$ cat src/common/h_bridge_regs.svh
// Timing constants for the H-bridge drive control
`ifndef H_BRIDGE_REGS_SVH
`define H_BRIDGE_REGS_SVH

// ------------------------------------------------------------
// Clock and times
// ------------------------------------------------------------
`define CLOCK_HZ              10000000
`define SLEEP_DELAY_US        1000
`define SLEEP_DELAY_CYC       ((`SLEEP_DELAY_US * (`CLOCK_HZ / 1000000)))
`define WAKE_HOLD_US          5
`define WAKE_HOLD_CYC         ((`WAKE_HOLD_US * (`CLOCK_HZ / 1000000)))
`define WAKE_TIME_US          50
`define WAKE_TIME_CYC         ((`WAKE_TIME_US * (`CLOCK_HZ / 1000000)))
`define CHOP_OFF_US           25
`define CHOP_OFF_CYC          ((`CHOP_OFF_US * (`CLOCK_HZ / 1000000)))
`define GAP_NS                200
`define GAP_CYC               ((`GAP_NS * (`CLOCK_HZ / 1000000) + 999) / 1000)
`define OC_FILTER_US          3
`define OC_FILTER_CYC         ((`OC_FILTER_US * (`CLOCK_HZ / 1000000)))
`define RETRY_US              1600
`define RETRY_CYC             ((`RETRY_US * (`CLOCK_HZ / 1000000)))

`endif

$ cat src/common/h_bridge_pkg.sv
// Types shared by the H-bridge drive control modules
package h_bridge_pkg;

   // ------------------------------------------------------------
   // Leg drive command and power state
   // ------------------------------------------------------------
   typedef enum logic [2:0]
   {
      LEG_OFF  = 3'b001,
      LEG_LOW  = 3'b010,
      LEG_HIGH = 3'b100
   } leg_cmd_t;

   typedef enum logic [3:0]
   {
      PWR_SLEEP = 4'b0001,
      PWR_WAKE  = 4'b0010,
      PWR_RUN   = 4'b0100,
      PWR_RETRY = 4'b1000
   } power_state_t;

endpackage

$ cat src/common/leg_if.sv
// Command and gate signals of one bridge leg
`timescale 1ns/1ps
interface leg_if;
   import h_bridge_pkg::*;
   leg_cmd_t cmd;
   logic     gate_high;
   logic     gate_low;

   modport ctrl (output cmd, input gate_high, input gate_low);
   modport leg  (input cmd, output gate_high, output gate_low);
endinterface

$ cat src/rtl/input_sync.sv
// Three-stage synchroniser; output changes when stages two and three agree
`timescale 1ns/1ps
module input_sync
(
   input  wire logic clock,
   input  wire logic rst_n,
   input  wire logic pin,
   output logic      level
);
   typedef struct packed
   {
      logic s1;
      logic s2;
      logic s3;
      logic level;
   } sync_state_t;

   sync_state_t state;
   sync_state_t next_state;

   always_comb
   begin
      next_state    = state;
      next_state.s1 = pin;
      next_state.s2 = state.s1;
      next_state.s3 = state.s2;
      if (state.s2 == state.s3)
      begin
         next_state.level = state.s3;
      end
   end

   always_ff @(posedge clock or negedge rst_n)
   begin
      if (!rst_n)
      begin
         state <= '0;
      end
      else
      begin
         state <= next_state;
      end
   end

   assign level = state.level;
endmodule

$ cat src/rtl/leg_driver.sv
// One bridge leg with a both-off gap on every high/low swap
`timescale 1ns/1ps
`include "h_bridge_regs.svh"
module leg_driver
(
   input  wire logic clock,
   input  wire logic rst_n,
   leg_if.leg        bus
);
   import h_bridge_pkg::*;

   typedef struct packed
   {
      logic [3:0] gap;
      logic       high;
      logic       low;
   } leg_state_t;

   leg_state_t state;
   leg_state_t next_state;

   always_comb
   begin
      next_state = state;
      if (state.gap != 4'h0)
      begin
         next_state.gap = state.gap - 4'h1;
      end
      unique case (bus.cmd)
         LEG_OFF:
         begin
            next_state.high = 1'b0;
            next_state.low  = 1'b0;
            // A short off spell between opposite sides must still give the full gap
            if (state.high || state.low)
            begin
               next_state.gap = 4'(`GAP_CYC);
            end
         end
         LEG_LOW:
         begin
            next_state.high = 1'b0;
            // Opposite side was on: hold both off first
            if (state.high)
            begin
               next_state.gap = 4'(`GAP_CYC);
               next_state.low = 1'b0;
            end
            else
            begin
               next_state.low = (state.gap <= 4'h1);
            end
         end
         LEG_HIGH:
         begin
            next_state.low = 1'b0;
            if (state.low)
            begin
               next_state.gap  = 4'(`GAP_CYC);
               next_state.high = 1'b0;
            end
            else
            begin
               next_state.high = (state.gap <= 4'h1);
            end
         end
         default:
         begin
            next_state.high = 1'b0;
            next_state.low  = 1'b0;
         end
      endcase
   end

   always_ff @(posedge clock or negedge rst_n)
   begin
      if (!rst_n)
      begin
         state <= '0;
      end
      else
      begin
         state <= next_state;
      end
   end

   assign bus.gate_high = state.high;
   assign bus.gate_low  = state.low;
endmodule

$ cat src/rtl/h_bridge_drive_control.sv
// Top of the H-bridge drive control: mode decode, sleep, chopping, faults
`timescale 1ns/1ps
`include "h_bridge_regs.svh"

// Behaviour
// Both inputs low: all transistors off, coast
// A-only forward, B-only reverse drive
// Both inputs high: low sides on, brake
// Inputs low for sleep delay: enter sleep
// Power-up with inputs low: sleep at once
// Wake after 5 us high, run 50 us later
// Current trip: both low sides for off-time
// After off-time, restore input-selected state
// Both-off gap on every leg swap
// Supply low: all off until cleared
// Filtered overcurrent: off for retry, repeat
// Over-temperature: all off until cleared
// Controller PWMs drive with brake or coast
// Faults over chopping over inputs; input restarts sleep
// Outputs off during wake time
module h_bridge_drive_control
#(
   parameter int unsigned sleep_delay_cycles = `SLEEP_DELAY_CYC,
   parameter int unsigned retry_cycles       = `RETRY_CYC
)
(
   input  wire logic clock,
   input  wire logic rst_n,
   input  wire logic ctrl_input_a,
   input  wire logic ctrl_input_b,
   input  wire logic current_trip_level,
   input  wire logic overcurrent_level,
   input  wire logic supply_low_lockout,
   input  wire logic thermal_cutoff,
   output logic      bridge_a_high,
   output logic      bridge_a_low,
   output logic      bridge_b_high,
   output logic      bridge_b_low,
   output logic      asleep
);
   import h_bridge_pkg::*;

   // ------------------------------------------------------------
   // Input synchronisers
   // ------------------------------------------------------------
   logic in_a;
   logic in_b;
   logic trip;
   logic over_i;
   logic low_v;
   logic hot;

   input_sync sync_a (.clock(clock), .rst_n(rst_n), .pin(ctrl_input_a), .level(in_a));
   input_sync sync_b (.clock(clock), .rst_n(rst_n), .pin(ctrl_input_b), .level(in_b));
   input_sync sync_t (.clock(clock), .rst_n(rst_n), .pin(current_trip_level), .level(trip));
   input_sync sync_o (.clock(clock), .rst_n(rst_n), .pin(overcurrent_level), .level(over_i));
   input_sync sync_u (.clock(clock), .rst_n(rst_n), .pin(supply_low_lockout), .level(low_v));
   input_sync sync_h (.clock(clock), .rst_n(rst_n), .pin(thermal_cutoff), .level(hot));

   // ------------------------------------------------------------
   // Control state
   // ------------------------------------------------------------
   typedef struct packed
   {
      power_state_t pwr;
      logic [15:0]  sleep_cnt;
      logic [15:0]  retry_cnt;
      logic [9:0]   wake_cnt;
      logic [9:0]   chop_cnt;
      logic [7:0]   oc_cnt;
      logic         boot;
      leg_cmd_t     cmd_a;
      leg_cmd_t     cmd_b;
   } ctrl_state_t;

   ctrl_state_t state;
   ctrl_state_t next_state;
   logic        any_in;
   logic        fault;
   leg_cmd_t    sel_a;
   leg_cmd_t    sel_b;

   leg_if leg_a ();
   leg_if leg_b ();

   assign any_in = in_a | in_b;
   assign fault  = low_v | hot;

   // Input decode of the four drive modes
   always_comb
   begin
      sel_a = LEG_OFF;
      sel_b = LEG_OFF;
      if (in_a && !in_b)
      begin
         sel_a = LEG_HIGH;
         sel_b = LEG_LOW;
      end
      else if (!in_a && in_b)
      begin
         sel_a = LEG_LOW;
         sel_b = LEG_HIGH;
      end
      else if (in_a && in_b)
      begin
         sel_a = LEG_LOW;
         sel_b = LEG_LOW;
      end
   end

   always_comb
   begin
      next_state       = state;
      next_state.boot  = 1'b0;
      next_state.cmd_a = LEG_OFF;
      next_state.cmd_b = LEG_OFF;

      // Overcurrent filter counts cycles the indication persists
      if (over_i && state.pwr == PWR_RUN)
      begin
         if (state.oc_cnt != 8'hFF)
         begin
            next_state.oc_cnt = state.oc_cnt + 8'h1;
         end
      end
      else
      begin
         next_state.oc_cnt = 8'h0;
      end

      // Chop timer runs even under a fault so off-time stays fixed
      if (state.chop_cnt != 10'h0)
      begin
         next_state.chop_cnt = state.chop_cnt - 10'h1;
      end

      unique case (state.pwr)
         PWR_SLEEP:
         begin
            next_state.sleep_cnt = 16'h0;
            next_state.chop_cnt  = 10'h0;
            // Wake hold measured on the synchronised inputs
            if (any_in)
            begin
               next_state.wake_cnt = state.wake_cnt + 10'h1;
               if (state.wake_cnt >= 10'(`WAKE_HOLD_CYC - 1))
               begin
                  next_state.pwr      = PWR_WAKE;
                  next_state.wake_cnt = 10'h0;
               end
            end
            else
            begin
               next_state.wake_cnt = 10'h0;
            end
         end
         PWR_WAKE:
         begin
            // Bridge stays off until the wake time is over
            next_state.wake_cnt = state.wake_cnt + 10'h1;
            if (state.wake_cnt >= 10'(`WAKE_TIME_CYC - 1))
            begin
               next_state.pwr      = PWR_RUN;
               next_state.wake_cnt = 10'h0;
            end
         end
         PWR_RUN:
         begin
            // Any input high restarts the count
            if (any_in)
            begin
               next_state.sleep_cnt = 16'h0;
            end
            else if (state.sleep_cnt >= 16'(sleep_delay_cycles - 1))
            begin
               next_state.pwr       = PWR_SLEEP;
               next_state.sleep_cnt = 16'h0;
            end
            else
            begin
               next_state.sleep_cnt = state.sleep_cnt + 16'h1;
            end

            if (trip && state.chop_cnt == 10'h0)
            begin
               next_state.chop_cnt = 10'(`CHOP_OFF_CYC);
            end

            if (state.oc_cnt >= 8'(`OC_FILTER_CYC))
            begin
               next_state.pwr       = PWR_RETRY;
               next_state.retry_cnt = 16'h0;
               next_state.oc_cnt    = 8'h0;
            end
            else if (fault)
            begin
               next_state.cmd_a = LEG_OFF;
               next_state.cmd_b = LEG_OFF;
            end
            else if (state.chop_cnt != 10'h0 || trip)
            begin
               next_state.cmd_a = LEG_LOW;
               next_state.cmd_b = LEG_LOW;
            end
            else if (next_state.pwr == PWR_RUN)
            begin
               next_state.cmd_a = sel_a;
               next_state.cmd_b = sel_b;
            end
         end
         PWR_RETRY:
         begin
            // Bridge off, then back to input control; repeats if still high
            if (state.retry_cnt >= 16'(retry_cycles - 1))
            begin
               next_state.pwr = PWR_RUN;
            end
            else
            begin
               next_state.retry_cnt = state.retry_cnt + 16'h1;
            end
         end
         default:
         begin
            next_state.pwr = PWR_SLEEP;
         end
      endcase

      // First cycle after reset: inputs low means straight to sleep
      if (state.boot)
      begin
         next_state.pwr = any_in ? PWR_WAKE : PWR_SLEEP;
      end
   end

   always_ff @(posedge clock or negedge rst_n)
   begin
      if (!rst_n)
      begin
         state.pwr       <= PWR_SLEEP;
         state.sleep_cnt <= 16'h0;
         state.retry_cnt <= 16'h0;
         state.wake_cnt  <= 10'h0;
         state.chop_cnt  <= 10'h0;
         state.oc_cnt    <= 8'h0;
         state.boot      <= 1'b1;
         state.cmd_a     <= LEG_OFF;
         state.cmd_b     <= LEG_OFF;
      end
      else
      begin
         state <= next_state;
      end
   end

   // ------------------------------------------------------------
   // Legs with shoot-through gap
   // ------------------------------------------------------------
   assign leg_a.cmd = state.cmd_a;
   assign leg_b.cmd = state.cmd_b;

   leg_driver drive_a (.clock(clock), .rst_n(rst_n), .bus(leg_a.leg));
   leg_driver drive_b (.clock(clock), .rst_n(rst_n), .bus(leg_b.leg));

   assign bridge_a_high = leg_a.gate_high;
   assign bridge_a_low  = leg_a.gate_low;
   assign bridge_b_high = leg_b.gate_high;
   assign bridge_b_low  = leg_b.gate_low;
   assign asleep        = (state.pwr == PWR_SLEEP);
endmodule

$ cat config.mk
export PLATFORM = sky130hd
export DESIGN_NAME = h_bridge_drive_control
export DESIGN_NICKNAME = d
export VERILOG_FILES = /design/src/common/h_bridge_pkg.sv /design/src/common/leg_if.sv /design/src/rtl/input_sync.sv /design/src/rtl/leg_driver.sv /design/src/rtl/h_bridge_drive_control.sv
export VERILOG_INCLUDE_DIRS = /design/src /design/src/common
export SDC_FILE = /design/constraint.sdc
export NUM_CORES = 1
export LEC_CHECK = 0
export ABC_CLOCK_PERIOD_IN_PS = 3000
export BUFFER_PORTS_ARGS = -buffer_cell sky130_fd_sc_hd__clkbuf_2
export CAP_MARGIN = 15
export CORE_UTILIZATION = 53
export CTS_CLUSTER_SIZE = 8
export DETAILED_ROUTE_END_ITERATION = 12
export GPL_ROUTABILITY_DRIVEN = 0
export MAX_ROUTING_LAYER = met4
export PLACE_DENSITY = 0.69
export SYNTH_ARGS = -nofsm -noshare
export SYNTH_HDL_FRONTEND = slang
export SYNTH_SLANG_ARGS = --single-unit
$ cat constraint.sdc
create_clock -name clock -period 3 [get_ports clock]
set_input_delay 0.15 -clock clock [delete_from_list [all_inputs] [get_ports clock]]
set_output_delay 0.15 -clock clock [all_outputs]
set_load 0.02 [all_outputs]
# Yosys cells after proc, flatten, opt, wreduce, memory -nomap -nowiden
# Index checks and enable logic that the tools add are counted.
[word_totals]
reg_bits = 107
in_bits = 8
out_inout_bits = 5
elab_cells = 152
[op_classes]
add_sub_neg = 7
order_cmp = 7
n_eq_ne = 24
n_mux = 54
bitwise = 2
n_reduce_logical = 19
[ops]
columns = ["cell", "count"]
rows = [
  ["$mux 4", 17],
  ["$mux 16", 4],
  ["$pmux 16 s2", 2],
  ["$mux 10", 5],
  ["$pmux 10 s2", 2],
  ["$add 16x1->16 const B", 2],
  ["$ge 16x14->1 const B", 2],
  ["$mux 8", 4],
  ["$mux 6", 5],
  ["$pmux 4 s3", 2],
  ["$pmux 4 s4", 1],
  ["$add 10x1->10 const B", 1],
  ["$ge 10x6->1 const B", 1],
  ["$ge 10x9->1 const B", 1],
  ["$logic_not 10->1", 1],
  ["$reduce_bool 10->1", 1],
  ["$sub 10x1->10 const B", 1],
  ["$mux 3", 3],
  ["$add 8x1->8 const B", 1],
  ["$eq 4x3->1 const B", 2],
  ["$ge 8x5->1 const B", 1],
  ["$le 4x1->1 const B", 2],
  ["$ne 8x8->1 const B", 1],
  ["$pmux 2 s2", 2],
  ["22 further kinds", 49],
]

# Logic depth before layout (Yosys ltp)
# Gate-level depths: netlist (run 1).
[depth]
depth_word = 10
depth_mapped = 8
ltp_nobuf = 7

# By module
# Synthesis (run 1) repeated with hierarchy kept, for this count alone.
[unflattened]
hier_cells = 487
hier_area_um2 = 5113.7
[modules_own_cells]
columns = ["module", "n_inst", "cells_per_inst", "area_each_um2"]
rows = [
  ["h_bridge_drive_control", 1, 393, 3762.4],
  ["leg_driver", 2, 32, 341.6],
  ["input_sync", 6, 5, 111.4],
]

# Worst setup path after synthesis (run 1)
# No wires, ideal clock.
[synth_timing]
kind = "register to register"
start = "register state[18] (netlist bit)"
end = "register state[15] (netlist bit)"
setup_time_ps = 120
arrival_time_ps = 1905
t_required_ps = 2880
path_slack_ps = 975
path_stages_with_launch = 7
synth_period_minus_slack_ps = 2025
path_cell_list = "dfrtp_1 > or4_1 > clkbuf_2 > or3_4 > or2_0 > buf_2 > and3_1"
[synth_rtl]
columns = ["element", "line_no", "source"]
rows = [
  ["from (decl)", "h_bridge_drive_control.sv:76", "ctrl_state_t state;"],
  ["from (signal assigned)", "h_bridge_drive_control.sv:252", "state <= next_state;"],
]

==> impl_table.tex, run 1 <==
\begin{tabular}{lr}
\hline
Metric & Value \\
\hline
\multicolumn{2}{l}{\textbf{Worst hold path}} \\
HP Class & input port to asynchronous set/reset pin \\
\multicolumn{2}{l}{\textbf{Yosys}} \\
Number of enable flip-flop cells after synthesis & 0 \\
Flops \& latches, synth & between 100 and 150 \\
Top cells by count, synth & sky130\_fd\_sc\_hd\_\_dfrtp\_1 (103), sky130\_fd\_sc\_hd\_\_nand2\_1 (42), sky130\_fd\_sc\_hd\_\_nor2\_1 (37), sky130\_fd\_sc\_hd\_\_a21oi\_1 (25), sky130\_fd\_sc\_hd\_\_o21ai\_0 (23) \\
Yosys top cell area share & 0.520 \\
Warning count from the yosys run & 0 \\
Synthesized area per cell & 10.3 sq um \\
Total standard cell area after synthesis & slightly below 0.005 sq mm \\
Leading cell type by number of instances after synthesis & sky130\_fd\_sc\_hd\_\_dfrtp\_1 \\
Count of unique library cells instantiated by Yosys & 60 \\
Async SR Flop Fraction & 1.00 \\
Cells taking the most area after synthesis & sky130\_fd\_sc\_hd\_\_dfrtp\_1 (52\%), sky130\_fd\_sc\_hd\_\_ha\_1 (3.5\%), sky130\_fd\_sc\_hd\_\_nand2\_1 (3.2\%) \\
Syn Inst Count & 479 \\
Share of the yosys chip area belonging to registers & 0.536 \\
Most frequently used flop master after synthesis & sky130\_fd\_sc\_hd\_\_dfrtp\_1 \\
Cell taking the most area after synthesis & sky130\_fd\_sc\_hd\_\_dfrtp\_1 \\
\multicolumn{2}{l}{\textbf{Timing}} \\
Final setup skew & roughly 0.014 ns \\
Number of hold violations in the final report & 0 \\
Period Utilization, post-route & 0.745 \\
Worst relative slew slack & 0.572 \\
Hold Slack & roughly 0.34 ns \\
Final setup violation count & 0 \\
Clock period minus worst slack & between 2 and 2.5 ns \\
Sum of negative setup slack & 0 ns \\
Setup repair after global routing missed its margin & no \\
Worst-margin pin slew & 0.641 ns \\
Number of slew-limit violations in the final report & 0 \\
Maximum achievable frequency & 0.447 GHz \\
\multicolumn{2}{l}{\textbf{Placed design}} \\
Cell total after placement & 592 \\
Port Buffers & 12 \\
Half-perimeter wire length of the detailed placement result & 5930 um \\
\multicolumn{2}{l}{\textbf{Floorplanning}} \\
Core Region & 0.00889 sq mm \\
Horiz. Die Dim & between 90 and 100 um \\
I/O pin total & 13 \\
Effective utilization at floorplan & 0.557 \\
Die height & slightly below 100 um \\
Placement row count & 34 \\
Die Footprint & around 0.0097 sq mm \\
\multicolumn{2}{l}{\textbf{Drt}} \\
Final WL & roughly 8700 um \\
Via Count & about 3500 \\
Number of antenna-violating nets in the routed design & 0 \\
Number of iterations in the first detailed-routing pass & 4 \\
Routed vias/inst & 5.75 \\
Total DRC errors in the routed layout & 0 \\
Violation count after the first detailed-route iteration & approximately 180 \\
Detail-routed net length per standard cell & roughly 14 um \\
\multicolumn{2}{l}{\textbf{CTS}} \\
Total setup buffers inserted after CTS & 0 \\
Hold-fix buffers, CTS & 7 \\
Buffer levels on the longest clock path & 2 \\
Number of buffers inserted during clock tree synthesis & 9 \\
Root buf cell & sky130\_fd\_sc\_hd\_\_clkbuf\_8 \\
Post-cts resize count & 0 \\
Total clock sinks & roughly 110 \\
H-tree levels & 3 \\
Clock slew at the register clock pins of the worst setup and hold paths & around 0.09 ns \\
Worst-Skew Late Latency & between 0.3 and 0.4 ns \\
Clock tree from TritonCTS & yes \\
\multicolumn{2}{l}{\textbf{GRT}} \\
Maximum number of pins on one net before global-route repair & between 50 and 60 \\
Number of antenna violations at the first check in global routing & 0 \\
Number of global-route vias before repair & 3400 \\
Remaining global-route overflow & 0 \\
Global-route wire length before repair & 15700 um \\
Total routing usage reported by global routing & 0.209 \\
\multicolumn{2}{l}{\textbf{Setup path}} \\
CP Class & register to register \\
Cells traversed along the worst timing path & or4\_1 > or3\_4 > or2\_0 > and3\_1 \\
Largest stage delay on the critical path & roughly 0.65 ns \\
Startpoint kind of the worst setup timing path & register \\
R2R Path Start & state[18] \\
CP arrival & roughly 2.5 ns \\
Critical path's slowest cell & sky130\_fd\_sc\_hd\_\_or4\_1 \\
Element type at the critical path end & register \\
WP data required & 3.26 ns \\
Slack of the worst reg-to-reg path & around 0.76 ns \\
Worst R2R Path Depth & 4 \\
Largest fanout of any net on the critical path & 11 \\
Worst flop-to-flop path endpoint & state[15] \\
\multicolumn{2}{l}{\textbf{Cells and area}} \\
Area delta synth->final & 10.3\% \\
Final Instance Count excl. Fillers & just over 600 \\
Ant diodes & 0 \\
Number of nets in the finished design & roughly 520 \\
Layout cell share with drive strength beyond 1 & 0.0968 \\
\multicolumn{2}{l}{\textbf{Pwr}} \\
Leakage power of the design & about 2.4 nW \\
Clock group share of total power & 0.270 \\
Switching pwr & roughly 0.0013 W \\
Switching part of the total power & 0.323 \\
Power per cell area & 723 mW/mm\^{}2 \\
Internal power & 0.00268 W \\
Sequential cell fraction of total power & 0.467 \\
Post-layout total power & about 0.0040 W \\
Worst ir drop on vdd & about 0.30 mV \\
Part of the power in combinational logic & 0.264 \\
\multicolumn{2}{l}{\textbf{Run}} \\
Max-cap viol count & 0 \\
\multicolumn{2}{l}{\textbf{Run status}} \\
Result of the run & finished, final reports clean \\
\hline
\end{tabular}
-- power groups by stage --
| stage | clock network [W] | registers, W | logic, W |
|---|---|---|---|
| after detailed placement | 0 | 0.00187 | 0.00103 |
| after global routing | 0.00115 | 0.00188 | 0.00120 |
| final | 0.00107 | 0.00184 | 0.00104 |
| after CTS | 0.00109 | 0.00184 | 0.00105 |
| after floorplan | 0 | 0.00178 | 0.000859 |
| after global placement | 0 | 0.00186 | 0.000998 |
-- cell type report --
class / count / area, sq um
Multi-Input combinational cell: 339 / 2160
Inverter: 22 / 82.6
Fill cell: 732 / 3420
Timing Repair Buffer: 24 / 183
Clock inverter: 4 / 98.8
Sequential cell: 106 / 2660
Tap cell: 108 / 135
Clock buffer: 11 / 151
-- worst max path at each step --
stage | startpoint | to | cells after the start
after detailed placement | state[18] | state[15] | 4
after CTS | state[18] | state[15] | 4
after global routing | state[70] | state[46] | 5
after global placement | state[18] | state[15] | 4
final | state[18] | state[15] | 4
after floorplan | state[18] | state[15] | 6
-- per-stage QoR --
step                utilization  area (sq um)  worst slack [ns]
floorplan                     -          4970             0.975
global placement          0.579          5150             0.858
detailed placement        0.579          5150             0.808
CTS                       0.615          5470             0.791
global route              0.615          5470             0.644
finish                    0.615          5470             0.765
-- metal layers --
layer  track usage  vias to the layer above  share of wire
met5             -                        -              0
met4        0.0700                        0          0.011
met3        0.0426                        7          0.035
met2         0.340                       64           0.49
met1         0.263                     1714           0.46
li1              -                     1746              -
-- layout by cell type (no fill, tap or decap), types with 4 or more instances in the layout --
cell type / count
sky130_fd_sc_hd__dfrtp_1: 103
sky130_fd_sc_hd__or3_1: 9
sky130_fd_sc_hd__clkbuf_8: 11
sky130_fd_sc_hd__o21ai_0: 23
sky130_fd_sc_hd__nand4_1: 11
sky130_fd_sc_hd__mux2i_1: 7
sky130_fd_sc_hd__buf_4: 5
sky130_fd_sc_hd__nor4_1: 8
sky130_fd_sc_hd__xor2_1: 9
sky130_fd_sc_hd__nand2_1: 42
sky130_fd_sc_hd__ha_1: 14
sky130_fd_sc_hd__inv_1: 22
sky130_fd_sc_hd__and4_1: 4
sky130_fd_sc_hd__and3_1: 5
sky130_fd_sc_hd__a31oi_1: 9
sky130_fd_sc_hd__nand2b_1: 10
sky130_fd_sc_hd__conb_1: 4
sky130_fd_sc_hd__nor3_1: 20
sky130_fd_sc_hd__maj3_1: 6
sky130_fd_sc_hd__xnor2_1: 16
sky130_fd_sc_hd__clkbuf_2: 11
sky130_fd_sc_hd__nand3_1: 19
sky130_fd_sc_hd__nor2_1: 37
sky130_fd_sc_hd__nor4b_1: 6
sky130_fd_sc_hd__a21oi_1: 25
sky130_fd_sc_hd__dlygate4sd3_1: 7
-- logic make-up after synthesis --
family / share of synthesized area
buf+inv: 0.0318
xor+xnor: 0.0442
fa+ha+maj: 0.0475
mux: 0.0187
flops: 0.536
other cells: 0.000757
compound gates: 0.107
simple gates: 0.214
-- critical path, delay by kind of cell, from the launching register on --
family | cells | cell delay (ns)
flip-flops | 1 | 0.42
AND/OR/NAND/NOR | 4 | 1.71
-- registers in the layout, summed over array words and instances (netlist names), 2 cells and up --
register           cells
sync_u.next_state      2
state                 65
leg_a.cmd              2
leg_b.cmd              3
drive_a.state          4
sync_o.next_state      2
sync_a.next_state      2
sync_h.next_state      2
drive_b.state          4
sync_t.next_state      2
sync_b.next_state      2
Note: power is estimated with default switching activity, not from simulation.
==> inputs of run 2 (changes only) <==
--- a/config.mk
+++ b/config.mk
@@ -6,7 +6,8 @@
 export SDC_FILE = /design/constraint.sdc
 export NUM_CORES = 1
 export LEC_CHECK = 0
-export ABC_CLOCK_PERIOD_IN_PS = 3000
+export ABC_AREA = 1
+export ABC_CLOCK_PERIOD_IN_PS = 2000
 export BUFFER_PORTS_ARGS = -buffer_cell sky130_fd_sc_hd__clkbuf_2
 export CAP_MARGIN = 15
 export CORE_UTILIZATION = 53
@@ -14,7 +15,7 @@
 export DETAILED_ROUTE_END_ITERATION = 12
 export GPL_ROUTABILITY_DRIVEN = 0
 export MAX_ROUTING_LAYER = met4
-export PLACE_DENSITY = 0.69
+export PLACE_DENSITY = 0.72
 export SYNTH_ARGS = -nofsm -noshare
 export SYNTH_HDL_FRONTEND = slang
 export SYNTH_SLANG_ARGS = --single-unit
==> constraint.sdc (replaced) <==
create_clock -name clock -period 2 [get_ports clock]
set_input_delay 0.1 -clock clock [delete_from_list [all_inputs] [get_ports clock]]
set_output_delay 0.1 -clock clock [all_outputs]
set_load 0.02 [all_outputs]
==> impl_table.tex, run 2 <==
\begin{tabular}{lr}
\hline
Metric & Value \\
\hline
\multicolumn{2}{l}{\textbf{Yosys}} \\
Cell taking the most area after synthesis & sky130\_fd\_sc\_hd\_\_dfrtp\_1 \\
Most frequently used flop master after synthesis & sky130\_fd\_sc\_hd\_\_dfrtp\_1 \\
Cells taking the most area after synthesis & sky130\_fd\_sc\_hd\_\_dfrtp\_1 (48\%), sky130\_fd\_sc\_hd\_\_nand2\_1 (7.6\%), sky130\_fd\_sc\_hd\_\_inv\_1 (6.0\%) \\
Total standard cell area after synthesis & around 0.0054 sq mm \\
Syn Inst Count & 632 \\
Warning count from the yosys run & 0 \\
Synthesized area per cell & 8.48 sq um \\
Leading cell type by number of instances after synthesis & sky130\_fd\_sc\_hd\_\_nand2\_1 \\
Number of enable flip-flop cells after synthesis & 0 \\
Top cells by count, synth & sky130\_fd\_sc\_hd\_\_nand2\_1 (108), sky130\_fd\_sc\_hd\_\_dfrtp\_1 (103), sky130\_fd\_sc\_hd\_\_inv\_1 (86), sky130\_fd\_sc\_hd\_\_nor2\_1 (81), sky130\_fd\_sc\_hd\_\_nand3\_1 (56) \\
Share of the yosys chip area belonging to registers & 0.495 \\
Count of unique library cells instantiated by Yosys & 43 \\
Flops \& latches, synth & around 110 \\
Async SR Flop Fraction & 1.00 \\
Yosys top cell area share & 0.481 \\
\multicolumn{2}{l}{\textbf{Cells and area}} \\
Registers with the most flip-flops & state (65), drive\_a.state (4), drive\_b.state (4) \\
Largest Register & state \\
Final cell area excluding filler cells & just under 0.006 sq mm \\
Layout cell share with drive strength beyond 1 & 0.112 \\
Ant diodes & 0 \\
Number of flip-flops in the largest register & 65 \\
Commonest non-fill, non-tap cell in the layout & sky130\_fd\_sc\_hd\_\_nand2\_1 \\
Number of nets in the finished design & between 600 and 700 \\
Area delta synth->final & 9.80\% \\
Layout Utilization & 0.602 \\
Most frequent cells in the layout & sky130\_fd\_sc\_hd\_\_nand2\_1 (107), sky130\_fd\_sc\_hd\_\_dfrtp\_1 (103), sky130\_fd\_sc\_hd\_\_inv\_1 (86) \\
\multicolumn{2}{l}{\textbf{Floorplanning}} \\
Effective utilization at floorplan & 0.549 \\
I/O pin total & 13 \\
Horiz. Die Dim & between 100 and 150 um \\
Placement row count & 36 \\
Die height & between 100 and 150 um \\
Core Region & 0.00977 sq mm \\
Die Footprint & $\sim$0.011 sq mm \\
\multicolumn{2}{l}{\textbf{CTS}} \\
H-tree levels & 3 \\
Buffer levels on the longest clock path & 2 \\
Clock tree from TritonCTS & yes \\
Number of buffers inserted during clock tree synthesis & 9 \\
Total setup buffers inserted after CTS & 0 \\
Total clock sinks & roughly 110 \\
Clock slew at the register clock pins of the worst setup and hold paths & around 0.090 ns \\
Worst-Skew Late Latency & between 0.3 and 0.4 ns \\
Root buf cell & sky130\_fd\_sc\_hd\_\_clkbuf\_8 \\
\multicolumn{2}{l}{\textbf{Setup path}} \\
Critical path's slowest cell & sky130\_fd\_sc\_hd\_\_dfrtp\_1 \\
WP data required & around 2.3 ns \\
CP arrival & between 2 and 2.5 ns \\
Element type at the critical path end & register \\
Largest stage delay on the critical path & around 0.40 ns \\
Startpoint kind of the worst setup timing path & register \\
Largest fanout of any net on the critical path & 4 \\
CP Class & register to register \\
Cells traversed along the worst timing path & inv\_1 > ha\_1 > or2\_0 > nand3\_1 > nand3\_1 > nor2\_1 > nand2\_1 > inv\_1 > o21ai\_1 > nor2\_1 \\
\multicolumn{2}{l}{\textbf{GRT}} \\
Total routing usage reported by global routing & 0.217 \\
Number of global-route vias before repair & just over 4000 \\
Remaining global-route overflow & 0 \\
Number of antenna violations at the first check in global routing & 0 \\
Global-route wire length before repair & about 17000 um \\
Maximum number of pins on one net before global-route repair & just over 50 \\
\multicolumn{2}{l}{\textbf{Timing}} \\
Sum of negative setup slack & 0 ns \\
Worst-margin pin slew & around 0.66 ns \\
Final setup skew & 0.0106 ns \\
Maximum achievable frequency & 0.557 GHz \\
Number of hold violations in the final report & 0 \\
Final setup violation count & 0 \\
Number of slew-limit violations in the final report & 0 \\
Worst relative slew slack & 0.563 \\
Period Utilization, post-route & 0.898 \\
Setup repair after global routing missed its margin & no \\
Final setup margin & between 0.2 and 0.25 ns \\
Clock period minus worst slack & about 1.8 ns \\
\multicolumn{2}{l}{\textbf{Placed design}} \\
Port Buffers & 12 \\
Area post-placement & 0.00561 sq mm \\
Half-perimeter wire length of the detailed placement result & around 7400 um \\
Setup slack at placement & around 0.19 ns \\
\multicolumn{2}{l}{\textbf{Pwr}} \\
Worst ir drop on vdd & about 0.62 mV \\
Power per cell area & roughly 1000 mW/mm\^{}2 \\
Leakage power of the design & approximately 2.7 nW \\
\multicolumn{2}{l}{\textbf{Run status}} \\
Result of the run & finished, final reports clean \\
\multicolumn{2}{l}{\textbf{Drt}} \\
Via Count & approximately 4100 \\
Violation count after the first detailed-route iteration & roughly 150 \\
Number of iterations in the first detailed-routing pass & 5 \\
Total DRC errors in the routed layout & 0 \\
Routed vias/inst & 5.17 \\
Number of antenna-violating nets in the routed design & 0 \\
Detail-routed net length per standard cell & roughly 12 um \\
Final WL & 9940 um \\
\multicolumn{2}{l}{\textbf{Worst hold path}} \\
HP Class & input port to asynchronous set/reset pin \\
\multicolumn{2}{l}{\textbf{Run}} \\
Max-cap viol count & 0 \\
\hline
\end{tabular}
==> run 2: cell types whose count changed after synthesis, moves of 10 or more <==
cell,delta
sky130_fd_sc_hd__nand3_1,+37
sky130_fd_sc_hd__nand2_2,+10
sky130_fd_sc_hd__inv_1,+64
sky130_fd_sc_hd__a21oi_1,-10
sky130_fd_sc_hd__nand2_1,+66
sky130_fd_sc_hd__nand2b_1,-10
sky130_fd_sc_hd__xnor2_1,-13
sky130_fd_sc_hd__nor2_1,+44
==> run 2: cell type report <==
type	instances	area (sq um)
tap	133	166
inverter	92	352
multi-input combinational	432	2320
timing repair buffer	23	188
fill	850	3890
clock inverter	5	52.6
clock buffer	11	151
sequential	106	2660
==> run 2: what timing repair did <==
item / in CTS / in global routing
hold buffers: 7 / 0
endpoints found under the hold margin: 53 / 0
endpoints found under the setup margin: 0 / 2
gates resized for setup: 0 / 1
==> run 2: power by group <==
part,switching [W],total (W),internal (W),leakage [nW]
Clock,0.000694,0.00133,0.000641,0.105
Sequential,0.000221,0.00265,0.00243,1.38
Combinational,0.00117,0.00178,0.000611,1.25
==> run 2: kinds of logic after synthesis <==
family	Yosys count	share of synthesized area
simple gates	314	0.269
flops	106	0.495
buf+inv	97	0.0742
compound gates	73	0.0826
xor+xnor	21	0.0343
fa+ha+maj	20	0.0439
other cells	1	0.000699
==> run 2: critical path, delay by kind of cell (launching register included) <==
kind | cells | cell delay (ns)
DFF | 1 | 0.40
buffers and inverters | 2 | 0.16
AOI/OAI and AO/OA | 1 | 0.06
adders and majority gates | 1 | 0.18
and+or+nand+nor | 6 | 0.91
==> run 2: path summary, 6_finish.rpt <==
check / startpoint / endpoint / slack [ns] / depth (start not counted)
worst min register to register: sync_b.next_state[2] / sync_b.next_state[1] / 0.36 / 0
max in group asynchronous: rst_n / state[67] / 1.06 / 3
worst max register to register: state[7] / state[11] / 0.20 / 10
worst max-delay path: state[7] / state[11] / 0.20 / 10
worst min-delay path: rst_n / sync_h.next_state[1] / 0.28 / 2
min in group clock: sync_b.next_state[2] / sync_b.next_state[1] / 0.36 / 0
==> run 2: layer usage <==
layer,vias up,GRT usage,wire length (um)
li1,2117,-,-
met1,1974,0.259,4600
met2,41,0.369,4970
met3,15,0.0278,231
met4,0,0.0978,137
met5,-,-,0
==> run 2: stage by stage <==
| step | total power, W | instances | hold slack (ns) |
|---|---|---|---|
| 6_report | 0.00576 | 802 | 0.280 |
| 5_1_grt | 0.00619 | 802 | 0.363 |
| 4_1_cts | 0.00581 | 802 | 0.307 |
| 3_5_place_dp | 0.00445 | 779 | 0.171 |
| 3_3_place_gp | 0.00435 | 779 | 0.167 |
| 2_1_floorplan | 0.00403 | 635 | -0.196 |
